## src/verilog/dmac_pkg.sv

```systemverilog
// Constants, encodings and timing figures for the dual master arbiter control block.
// Assumes a single 10 MHz system clock; all times below are converted against it.

`default_nettype none

package dmac_pkg;

	// Clock and times in their own units
	localparam int CLK_HZ = 10_000_000;
	localparam int SWRST_LOW_MS = 35;
	localparam int IDLE_MS = 100;
	localparam int SMBUS_TOUT_MS = 25;
	localparam int INIT_SCL_HZ = 100_000;

	// Derived cycle counts; "more than" figures get one extra cycle
	localparam int SWRST_LOW_CYCLES = (CLK_HZ / 1000) * SWRST_LOW_MS + 1;
	localparam int IDLE_CYCLES = (CLK_HZ / 1000) * IDLE_MS;
	localparam int SMBUS_TOUT_CYCLES = (CLK_HZ / 1000) * SMBUS_TOUT_MS;
	localparam int INIT_HALF_CYCLES = CLK_HZ / (2 * INIT_SCL_HZ);
	localparam int INIT_MAX_CLOCKS = 9;

	// Register pointers
	localparam logic [2:0] PTR_ID = 3'h0;
	localparam logic [2:0] PTR_CTRL = 3'h1;

	// Identity code: value is arbitrary, chosen only to be recognisable
	localparam logic [7:0] ID_VALUE_DEF = 8'h5a;

	// Control register layout and reset value
	localparam int CTRL_PRIORITY = 7;
	localparam int CTRL_TOUT_DIS = 6;
	localparam int CTRL_IDLE_EN = 5;
	localparam int CTRL_SWRST_LOW = 4;
	localparam int CTRL_BUS_INIT = 3;
	localparam int CTRL_BUS_CONNECT = 2;
	localparam int CTRL_LOCK_GRANT = 1;
	localparam int CTRL_LOCK_REQ = 0;
	localparam logic [7:0] CTRL_RESET = 8'h00;
	localparam logic [7:0] CTRL_WR_MASK = 8'hfd;

	// Which master held the bus last
	typedef enum logic [1:0] {
		LAST_NONE = 2'b00,
		LAST_M0 = 2'b01,
		LAST_M1 = 2'b11
	} dmac_last_e;

	// Bus initialization sequencer, Gray along the clock loop
	typedef enum logic [2:0] {
		INIT_IDLE = 3'b000,
		INIT_CLK_LO = 3'b001,
		INIT_CLK_HI = 3'b011,
		INIT_NACK_LO = 3'b010,
		INIT_NACK_HI = 3'b110,
		INIT_STOP_LO = 3'b111,
		INIT_STOP_HI = 3'b101
	} dmac_init_e;

endpackage : dmac_pkg

`default_nettype wire

```

## src/verilog/dmac_arbiter_ctrl.sv

```systemverilog
// Reset handling, identity and per-master control registers of the two-master arbiter.
// Assumes register accesses arrive already decoded from each upstream serial port on clk;
// downstream SCL/SDA are open-drain pins from another clock domain.

`default_nettype none

module dmac_arbiter_ctrl #(
	parameter int IDLE_CYCLES = dmac_pkg::IDLE_CYCLES,
	parameter int SWRST_LOW_CYCLES = dmac_pkg::SWRST_LOW_CYCLES,
	parameter int SMBUS_TOUT_CYCLES = dmac_pkg::SMBUS_TOUT_CYCLES,
	parameter int INIT_HALF_CYCLES = dmac_pkg::INIT_HALF_CYCLES,
	parameter logic [7:0] ID_VALUE = dmac_pkg::ID_VALUE_DEF
) (
	input wire logic clk,
	input wire logic rst_n,
	input wire logic [1:0] reg_wr,
	input wire logic [2:0] reg_ptr_m0,
	input wire logic [2:0] reg_ptr_m1,
	input wire logic [7:0] reg_wdata_m0,
	input wire logic [7:0] reg_wdata_m1,
	output logic [7:0] reg_rdata_m0,
	output logic [7:0] reg_rdata_m1,
	input wire logic [1:0] gc_reset,
	input wire logic [1:0] reserve_done,
	input wire logic scl_in,
	input wire logic sda_in,
	output logic scl_o,
	output logic scl_oe,
	output logic sda_o,
	output logic sda_oe,
	output logic [1:0] connect,
	output logic [1:0] init_pass,
	output logic [1:0] init_fail
);
	import dmac_pkg::*;

	localparam int IW = $clog2(IDLE_CYCLES + 1);
	localparam int SW = $clog2(SWRST_LOW_CYCLES + 1);
	localparam int TW = $clog2(SMBUS_TOUT_CYCLES + 1);

	logic [7:0] ctrl [2];
	logic [2:0] ptr [2];
	logic [7:0] wdata [2];
	logic [7:0] rdata [2];
	logic [1:0] grant;
	logic [1:0] next_grant;
	logic [1:0] req;
	dmac_last_e last;
	logic sw_rst;
	logic sw_clk_low;
	logic [SW-1:0] hold_cnt;
	logic [SW-1:0] next_hold_cnt;
	logic hold_active;
	logic scl_meta;
	logic scl_s;
	logic sda_meta;
	logic sda_s;
	logic owner;
	logic [TW-1:0] tout_cnt;
	logic tout_hit;
	logic [IW-1:0] idle_cnt;
	logic idle_hit;
	logic [1:0] conn_req;
	logic [1:0] init_arm;
	logic init_start;
	logic init_sel;
	logic init_clear;
	logic init_scl;
	logic init_sda;
	logic init_busy;
	logic init_done;
	logic init_ok;

	assign ptr[0] = reg_ptr_m0;
	assign ptr[1] = reg_ptr_m1;
	assign wdata[0] = reg_wdata_m0;
	assign wdata[1] = reg_wdata_m1;
	assign reg_rdata_m0 = rdata[0];
	assign reg_rdata_m1 = rdata[1];

	// Downstream pins cross in through two flip-flops before anything looks at them
	always_ff @(posedge clk) begin
		scl_meta <= scl_in;
		scl_s <= scl_meta;
		sda_meta <= sda_in;
		sda_s <= sda_meta;
	end

	// Software reset; clock-low choice uses the sender's bit as it stood before the clear
	assign sw_rst = |gc_reset;
	assign sw_clk_low = (gc_reset[0] && ctrl[0][CTRL_SWRST_LOW]) ||
		(gc_reset[1] && ctrl[1][CTRL_SWRST_LOW]);

	// Clock-low hold timer after a software reset
	always_comb begin
		next_hold_cnt = hold_cnt;
		if (sw_clk_low) begin
			next_hold_cnt = SW'(SWRST_LOW_CYCLES);
		end else if (hold_cnt != '0) begin
			next_hold_cnt = hold_cnt - 1'b1;
		end
	end
	always_ff @(posedge clk) begin
		if (!rst_n) begin
			hold_cnt <= '0;
		end else begin
			hold_cnt <= next_hold_cnt;
		end
	end
	assign hold_active = (hold_cnt != '0);

	// Per-master control registers and read-back
	generate
		for (genvar i = 0; i < 2; i++) begin : g_master
			always_ff @(posedge clk) begin
				if (!rst_n || sw_rst) begin
					ctrl[i] <= CTRL_RESET;
				end else begin
					if (reg_wr[i] && ptr[i] == PTR_CTRL) begin
						ctrl[i] <= wdata[i] & CTRL_WR_MASK;
					end
					// Hardware disconnects override a write in the same cycle
					if (tout_hit && grant[i]) begin
						ctrl[i][CTRL_BUS_CONNECT] <= 1'b0;
					end
					if (idle_hit && grant[i]) begin
						ctrl[i][CTRL_BUS_CONNECT] <= 1'b0;
						ctrl[i][CTRL_LOCK_REQ] <= 1'b0;
					end
					if (init_done && init_sel == 1'(i)) begin
						ctrl[i][CTRL_BUS_INIT] <= 1'b0;
					end
				end
			end

			// Grant bit is live state, not stored; unmapped pointers read zero
			always_ff @(posedge clk) begin
				if (!rst_n) begin
					rdata[i] <= 8'h00;
				end else if (ptr[i] == PTR_ID) begin
					rdata[i] <= ID_VALUE;
				end else if (ptr[i] == PTR_CTRL) begin
					rdata[i] <= {ctrl[i][7:2], grant[i], ctrl[i][CTRL_LOCK_REQ]};
				end else begin
					rdata[i] <= 8'h00;
				end
			end

			assign req[i] = ctrl[i][CTRL_LOCK_REQ];
			assign conn_req[i] = grant[i] && ctrl[i][CTRL_BUS_CONNECT] && !hold_active;
			assign init_arm[i] = conn_req[i] && !connect[i] && ctrl[i][CTRL_BUS_INIT];
		end
	endgenerate

	// Arbitration; a held grant is kept until the owner drops its request
	always_comb begin
		next_grant = grant;
		if (grant == 2'b00) begin
			if (req == 2'b11) begin
				if (ctrl[0][CTRL_PRIORITY] != ctrl[1][CTRL_PRIORITY]) begin
					next_grant = ctrl[1][CTRL_PRIORITY] ? 2'b10 : 2'b01;
				end else if (last == LAST_NONE) begin
					next_grant = ctrl[0][CTRL_PRIORITY] ? 2'b10 : 2'b01;
				end else begin
					next_grant = (last == LAST_M0) ? 2'b10 : 2'b01;
				end
			end else begin
				next_grant = req;
			end
		end else if (!req[owner]) begin
			next_grant = 2'b00;
		end
	end
	assign owner = grant[1];

	always_ff @(posedge clk) begin
		if (!rst_n || sw_rst) begin
			grant <= 2'b00;
			last <= LAST_NONE;
		end else begin
			grant <= next_grant;
			if (next_grant == 2'b01) begin
				last <= LAST_M0;
			end else if (next_grant == 2'b10) begin
				last <= LAST_M1;
			end
		end
	end

	// SMBus time-out: SCL held low on the connected bus for the time-out period
	always_ff @(posedge clk) begin
		if (!rst_n || sw_rst || scl_s || connect == 2'b00) begin
			tout_cnt <= '0;
		end else if (tout_cnt != TW'(SMBUS_TOUT_CYCLES)) begin
			tout_cnt <= tout_cnt + 1'b1;
		end
	end
	assign tout_hit = (tout_cnt == TW'(SMBUS_TOUT_CYCLES)) && ctrl[owner][CTRL_TOUT_DIS];

	// Idle timer runs only once reserve time is over (or was zero at grant)
	always_ff @(posedge clk) begin
		if (!rst_n || sw_rst || grant == 2'b00 || !reserve_done[owner] ||
			!ctrl[owner][CTRL_IDLE_EN] || !scl_s || !sda_s) begin
			idle_cnt <= '0;
		end else if (idle_cnt != IW'(IDLE_CYCLES)) begin
			idle_cnt <= idle_cnt + 1'b1;
		end
	end
	assign idle_hit = (idle_cnt == IW'(IDLE_CYCLES));

	// Armed initialization fires on a fresh connection, switch kept open meanwhile
	assign init_start = (|init_arm) && !init_busy;
	assign init_clear = !rst_n || sw_rst;
	always_ff @(posedge clk) begin
		if (init_clear) begin
			init_sel <= 1'b0;
		end else if (init_start) begin
			init_sel <= init_arm[1] && !init_arm[0];
		end
	end

	dmac_bus_init #(
		.HALF_CYCLES(INIT_HALF_CYCLES),
		.MAX_CLOCKS(INIT_MAX_CLOCKS)
	) u_bus_init (
		.clk(clk),
		.clear(init_clear),
		.start(init_start),
		.sda_s(sda_s),
		.scl_drive(init_scl),
		.sda_drive(init_sda),
		.busy(init_busy),
		.done(init_done),
		.pass(init_ok)
	);

	// Result kept per master until that master's next initialization ends
	always_ff @(posedge clk) begin
		if (!rst_n || sw_rst) begin
			init_pass <= 2'b00;
			init_fail <= 2'b00;
		end else if (init_done) begin
			init_pass[init_sel] <= init_ok;
			init_fail[init_sel] <= !init_ok;
		end
	end

	// Switch and open-drain drivers; pins only ever pull low
	always_ff @(posedge clk) begin
		if (!rst_n) begin
			connect <= 2'b00;
			scl_oe <= 1'b0;
			sda_oe <= 1'b0;
		end else begin
			connect <= init_busy || init_start ? 2'b00 : conn_req;
			scl_oe <= (next_hold_cnt != '0) || init_scl;
			sda_oe <= init_sda;
		end
	end
	assign scl_o = 1'b0;
	assign sda_o = 1'b0;
endmodule : dmac_arbiter_ctrl

`default_nettype wire

```

## src/verilog/dmac_bus_init.sv

```systemverilog
// Downstream bus initialization sequencer: clocks SCL until SDA is released, at most MAX_CLOCKS times.
// Assumes sda_s is already synchronised and that the switch is open while busy.

`default_nettype none

module dmac_bus_init #(
	parameter int HALF_CYCLES = dmac_pkg::INIT_HALF_CYCLES,
	parameter int MAX_CLOCKS = dmac_pkg::INIT_MAX_CLOCKS
) (
	input wire logic clk,
	input wire logic clear,
	input wire logic start,
	input wire logic sda_s,
	output logic scl_drive,
	output logic sda_drive,
	output logic busy,
	output logic done,
	output logic pass
);
	import dmac_pkg::*;

	localparam int HW = $clog2(HALF_CYCLES + 1);
	localparam int CW = $clog2(MAX_CLOCKS + 1);

	dmac_init_e state;
	logic [HW-1:0] half_cnt;
	logic [CW-1:0] clocks;
	logic tick;

	// Half-period divider, held at zero between sequences
	assign tick = (half_cnt == HW'(HALF_CYCLES - 1));
	always_ff @(posedge clk) begin
		if (clear || state == INIT_IDLE || tick) begin
			half_cnt <= '0;
		end else begin
			half_cnt <= half_cnt + 1'b1;
		end
	end

	// Sequence: clock and sample, then NACK clock and STOP
	always_ff @(posedge clk) begin
		done <= 1'b0;
		if (clear) begin
			state <= INIT_IDLE;
			clocks <= '0;
			pass <= 1'b0;
		end else begin
			case (state)
				INIT_IDLE: begin
					clocks <= '0;
					if (start) begin
						state <= INIT_CLK_LO;
					end
				end
				INIT_CLK_LO: if (tick) begin
					state <= INIT_CLK_HI;
				end
				INIT_CLK_HI: if (tick) begin
					clocks <= clocks + 1'b1;
					if (sda_s) begin
						state <= INIT_NACK_LO;
					end else if (clocks == CW'(MAX_CLOCKS - 1)) begin
						state <= INIT_IDLE;
						done <= 1'b1;
						pass <= 1'b0;
					end else begin
						state <= INIT_CLK_LO;
					end
				end
				INIT_NACK_LO: if (tick) begin
					state <= INIT_NACK_HI;
				end
				INIT_NACK_HI: if (tick) begin
					state <= INIT_STOP_LO;
				end
				INIT_STOP_LO: if (tick) begin
					state <= INIT_STOP_HI;
				end
				INIT_STOP_HI: if (tick) begin
					state <= INIT_IDLE;
					done <= 1'b1;
					pass <= 1'b1;
				end
				default: state <= INIT_IDLE;
			endcase
		end
	end

	// SDA released during NACK; low then released again forms the STOP
	assign busy = (state != INIT_IDLE);
	assign scl_drive = (state == INIT_CLK_LO) || (state == INIT_NACK_LO) || (state == INIT_STOP_LO);
	assign sda_drive = (state == INIT_STOP_LO) || (state == INIT_STOP_HI);
endmodule : dmac_bus_init

`default_nettype wire

```

## config.mk

```make
export PLATFORM = sky130hd
export DESIGN_NAME = dmac_arbiter_ctrl
export DESIGN_NICKNAME = d
export VERILOG_FILES = /design/src/verilog/dmac_pkg.sv /design/src/verilog/dmac_arbiter_ctrl.sv /design/src/verilog/dmac_bus_init.sv
export SDC_FILE = /design/constraint.sdc
export NUM_CORES = 1
export LEC_CHECK = 0
export BUFFER_PORTS_ARGS = -buffer_cell sky130_fd_sc_hd__buf_2
export CORE_UTILIZATION = 44
export DETAILED_ROUTE_END_ITERATION = 12
export PLACE_DENSITY = 0.71
export SLEW_MARGIN = 20
export SYNTH_ARGS = -nofsm -noshare
export SYNTH_HDL_FRONTEND = slang
export SYNTH_SLANG_ARGS = --single-unit
```

## constraint.sdc

```tcl
create_clock -name clk -period 3.7 [get_ports clk]
set_input_delay 0 -clock clk [delete_from_list [all_inputs] [get_ports clk]]
set_output_delay 0 -clock clk [all_outputs]
set_load 0.01 [all_outputs]
```

==> metrics.csv <==
stage;metric;value;unit
yosys;top-count cell post-synth;nor2_1;
cells_and_area;share of layout cells above drive strength 1;14.1;%
yosys;synth top area cells;dfxtp_1, edfxtp_1, nor2_1;
critical_path;crit-path cells;nor4_1 -> nand4_1 -> nor2_1 -> nor3_1 -> a2111oi_0 -> a31oi_1;
grt;initial antenna violation count;0;
timing;Tightest Pin Transition;871;ps
cells_and_area;nets;731;
yosys;EDFF count, synth;30;
critical_path;CP max stage delay;770;ps
floorplan;core box area;12000;sq um
timing;Finish-stage setup viols;0;
power_and_ir_drop;leakage power;2.59;nW
critical_path;crit path launch type;flip-flop;
route;drt first-iter violations;294;
grt;Overflow after GRT;0;
clock_network;root buf cell;clkbuf_16;
floorplan;DIE HEIGHT;113;microns
route;Via Count;4476;
yosys;Commonest cells post-synth;nor2_1, dfxtp_1, nand2_1;
timing;crit path time final;2750;ps
cells_and_area;Finished Cell Area;6700;sq um
timing;FMAX;364;MHz
yosys;Synth area leader;dfxtp_1;
hold_path;WHS Path Cells;4;
critical_path;Slowest-stage cell, CP;nor4_1;
critical_path;worst reg2reg path startpoint;hold_cnt[11]$_SDFF_PN0_;
grt;first-pass GRT wire length;20.4;mm
timing;Setup Skew;6.26;ps
yosys;Yosys warning count;0;
yosys;library cells used by synthesis;58;
placement;dpl hpwl;8.71;mm
placement;IO Port Bufs;53;
yosys;Synth Instances;594;
cells_and_area;final core occ;55.8;%
critical_path;worst reg2reg setup slack;950;ps
placement;routability cong.;0.894;
grt;vias in the first global route;4414;
yosys;mean area per synthesized cell;9.16;sq um
power_and_ir_drop;Peak VDD IR;0.295;mV
clock_network;Clock Pin Slew Worst Setup and Hold Paths;50;ps
clock_network;Num Clock Sinks;119;
yosys;top_reg_cell synth;dfxtp_1;
yosys;synthesized area;5440;sq um
yosys;Seq/Total Area, Yosys;49.3;%
grt;GRT Util Overall;20.5;%
route;drt first pass iters;4;
critical_path;CP delay by family, top;simple AND/OR/NAND/NOR gates;
timing;Final Slew Violations;0;
floorplan;initial core utilization;45.3;%
route;residual DRC count;0;
critical_path;Worst Path Required;3980;ps
route;final WL;12.0;mm
timing;Max transition margin;41.4;%
timing;Sum Neg Setup Slack;0;ps
floorplan;Die W;113;microns
cells_and_area;diodes inserted;0;
outcome;status;completed;
clock_network;CTS Buf Count;17;
yosys;FF+latch count, synth;119;
floorplan;die area;12800;sq um
clock_network;H-tree levels;4;
critical_path;Reg-to-Reg End;scl_oe$_SDFF_PN0_;
clock_network;postcts setup bufs;0;
timing;unrepaired setup endpoints after global routing;no;
hold_path;Hold/Removal Path Class;input port to flip-flop;
critical_path;worst-path fanout max;7;
timing;Hold Fails Final Rpt;0;
flow_run;Max-Cap Viols;0;
route;antenna-violating nets left;0;
clock_network;CTS max path bufs;2;
critical_path;CP Launch Point;hold_cnt[11]$_SDFF_PN0_;
power_and_ir_drop;power density cells;624;nW/um^2
route;wire length per cell;14.1;microns
yosys;FFs w/ async S/R, synth;0;%
critical_path;WP data arrival;3020;ps
yosys;Synth top area share;32.7;%
placement;placed cell area;5900;sq um
clock_network;clock latency at the later pin of the worst-skew pair;420;ps
critical_path;Crit path depth;6;
critical_path;Critical Path End;scl_oe$_SDFF_PN0_;
grt;largest net degree at the start of global routing;22;
timing;fin crit share;74.3;%
critical_path;crit end category;flip-flop;
critical_path;Crit Path Class;flip-flop to flip-flop;
floorplan;# rows;40;
critical_path;reg2reg path depth;6;
route;vias per inst;5.28;
clock_network;CTS tree;done;
critical_path;Buffers & Inverters on Critical Path;0;
cells_and_area;area grow syn2layout;23.1;%
floorplan;io pins;58;
## cell usage in the layout (no fill, tap or decap), types with 6 or more instances in the layout
cell / count
inv_1: 30
nor3_1: 27
ha_1: 12
clkbuf_16: 20
buf_2: 53
nor2b_1: 6
edfxtp_1: 30
and3_1: 21
nand3_1: 29
dlygate4sd3_1: 19
xor2_1: 27
nand2_1: 39
and2_1: 11
nand4_1: 13
or3_1: 10
dfxtp_1: 89
o21ai_0: 11
a21oi_1: 34
a211oi_1: 6
nor2_1: 95
xnor2_1: 21
conb_1: 18
## kinds of logic after synthesis
| logic type | count (synthesis) | synth area share (%) |
|---|---|---|
| compound gates | 72 | 8.05 |
| xor+xnor | 48 | 7.72 |
| fa+ha+maj | 12 | 2.76 |
| buf+inv | 46 | 3.33 |
| flops | 119 | 49.3 |
| mux | 5 | 0.920 |
| other cells | 2 | 0.138 |
| simple gates | 290 | 27.8 |
## per-layer routing
layer | GRT usage (%) | wire length, microns | vias up
li1 | - | - | 2256
met1 | 25.1 | 5520 | 2100
met2 | 34.0 | 5700 | 101
met3 | 5.73 | 511 | 19
met4 | 8.77 | 256 | 0
met5 | 0 | 0 | -
## state kept, by name (all words and copies together) (netlist names)
register,count
idle_cnt,20
connect,2
u_bus_init.state,3
sda_oe,1
scl_meta,1
u_bus_init.half_cnt,6
hold_cnt,19
last,2
scl_oe,1
init_pass,2
tout_cnt,18
sda_meta,1
rdata,16
init_sel,1
u_bus_init.clocks,4
u_bus_init.done,1
ctrl,14
sda_s,1
scl_s,1
grant,2
init_fail,2
u_bus_init.pass,1
## power by group
| group | leakage (nW) | switching [mW] | internal, mW |
|---|---|---|---|
| Sequential | 1.05 | 0.138 | 1.44 |
| Combinational | 1.23 | 0.536 | 0.400 |
| Clock | 0.307 | 0.589 | 1.07 |
## through the flow
step	total power [mW]	cells	hold slack, ps	setup slack, ps
2_1_floorplan	2.29	610	27.7	1650
3_3_place_gp	2.47	796	105	1250
3_5_place_dp	2.50	796	104	1100
4_1_cts	4.19	847	52.9	981
5_1_grt	4.38	847	74.3	764
6_report	4.18	847	62.8	951
## worst register-to-register path: cells and delay by family, from the launching register on
family	cells	cell delay, ps
AO/OA/AOI/OAI	2	680
flip-flops	1	340
AND/OR/NAND/NOR	4	1590
## final cells by class
type                       instances  area (sq um)
fill                            1068          5310
sequential                       119          2680
multi-input combinational        445          2640
clock buffer                      22           528
timing repair buffer              74           470
tap                              147           184
inverter                          30           113
clock inverter                    10          86.3
## worst min path at each step
stage                                            to          start
after floorplan                    scl_meta$_DFF_P_         scl_in
after global placement             scl_meta$_DFF_P_         scl_in
after detailed placement           sda_meta$_DFF_P_         sda_in
after CTS                 rdata[0][4]$_SDFFCE_PP0P_  reg_ptr_m0[2]
after global routing      rdata[0][0]$_SDFFCE_PP0P_  reg_ptr_m0[2]
final                     rdata[0][4]$_SDFFCE_PP0P_  reg_ptr_m0[2]
## what timing repair did
action | CTS | global route
endpoints found under the hold margin | 29 | 0
hold buffers | 19 | 0
resized for setup | 0 | 0
Note: power is estimated with default switching activity, not from simulation.
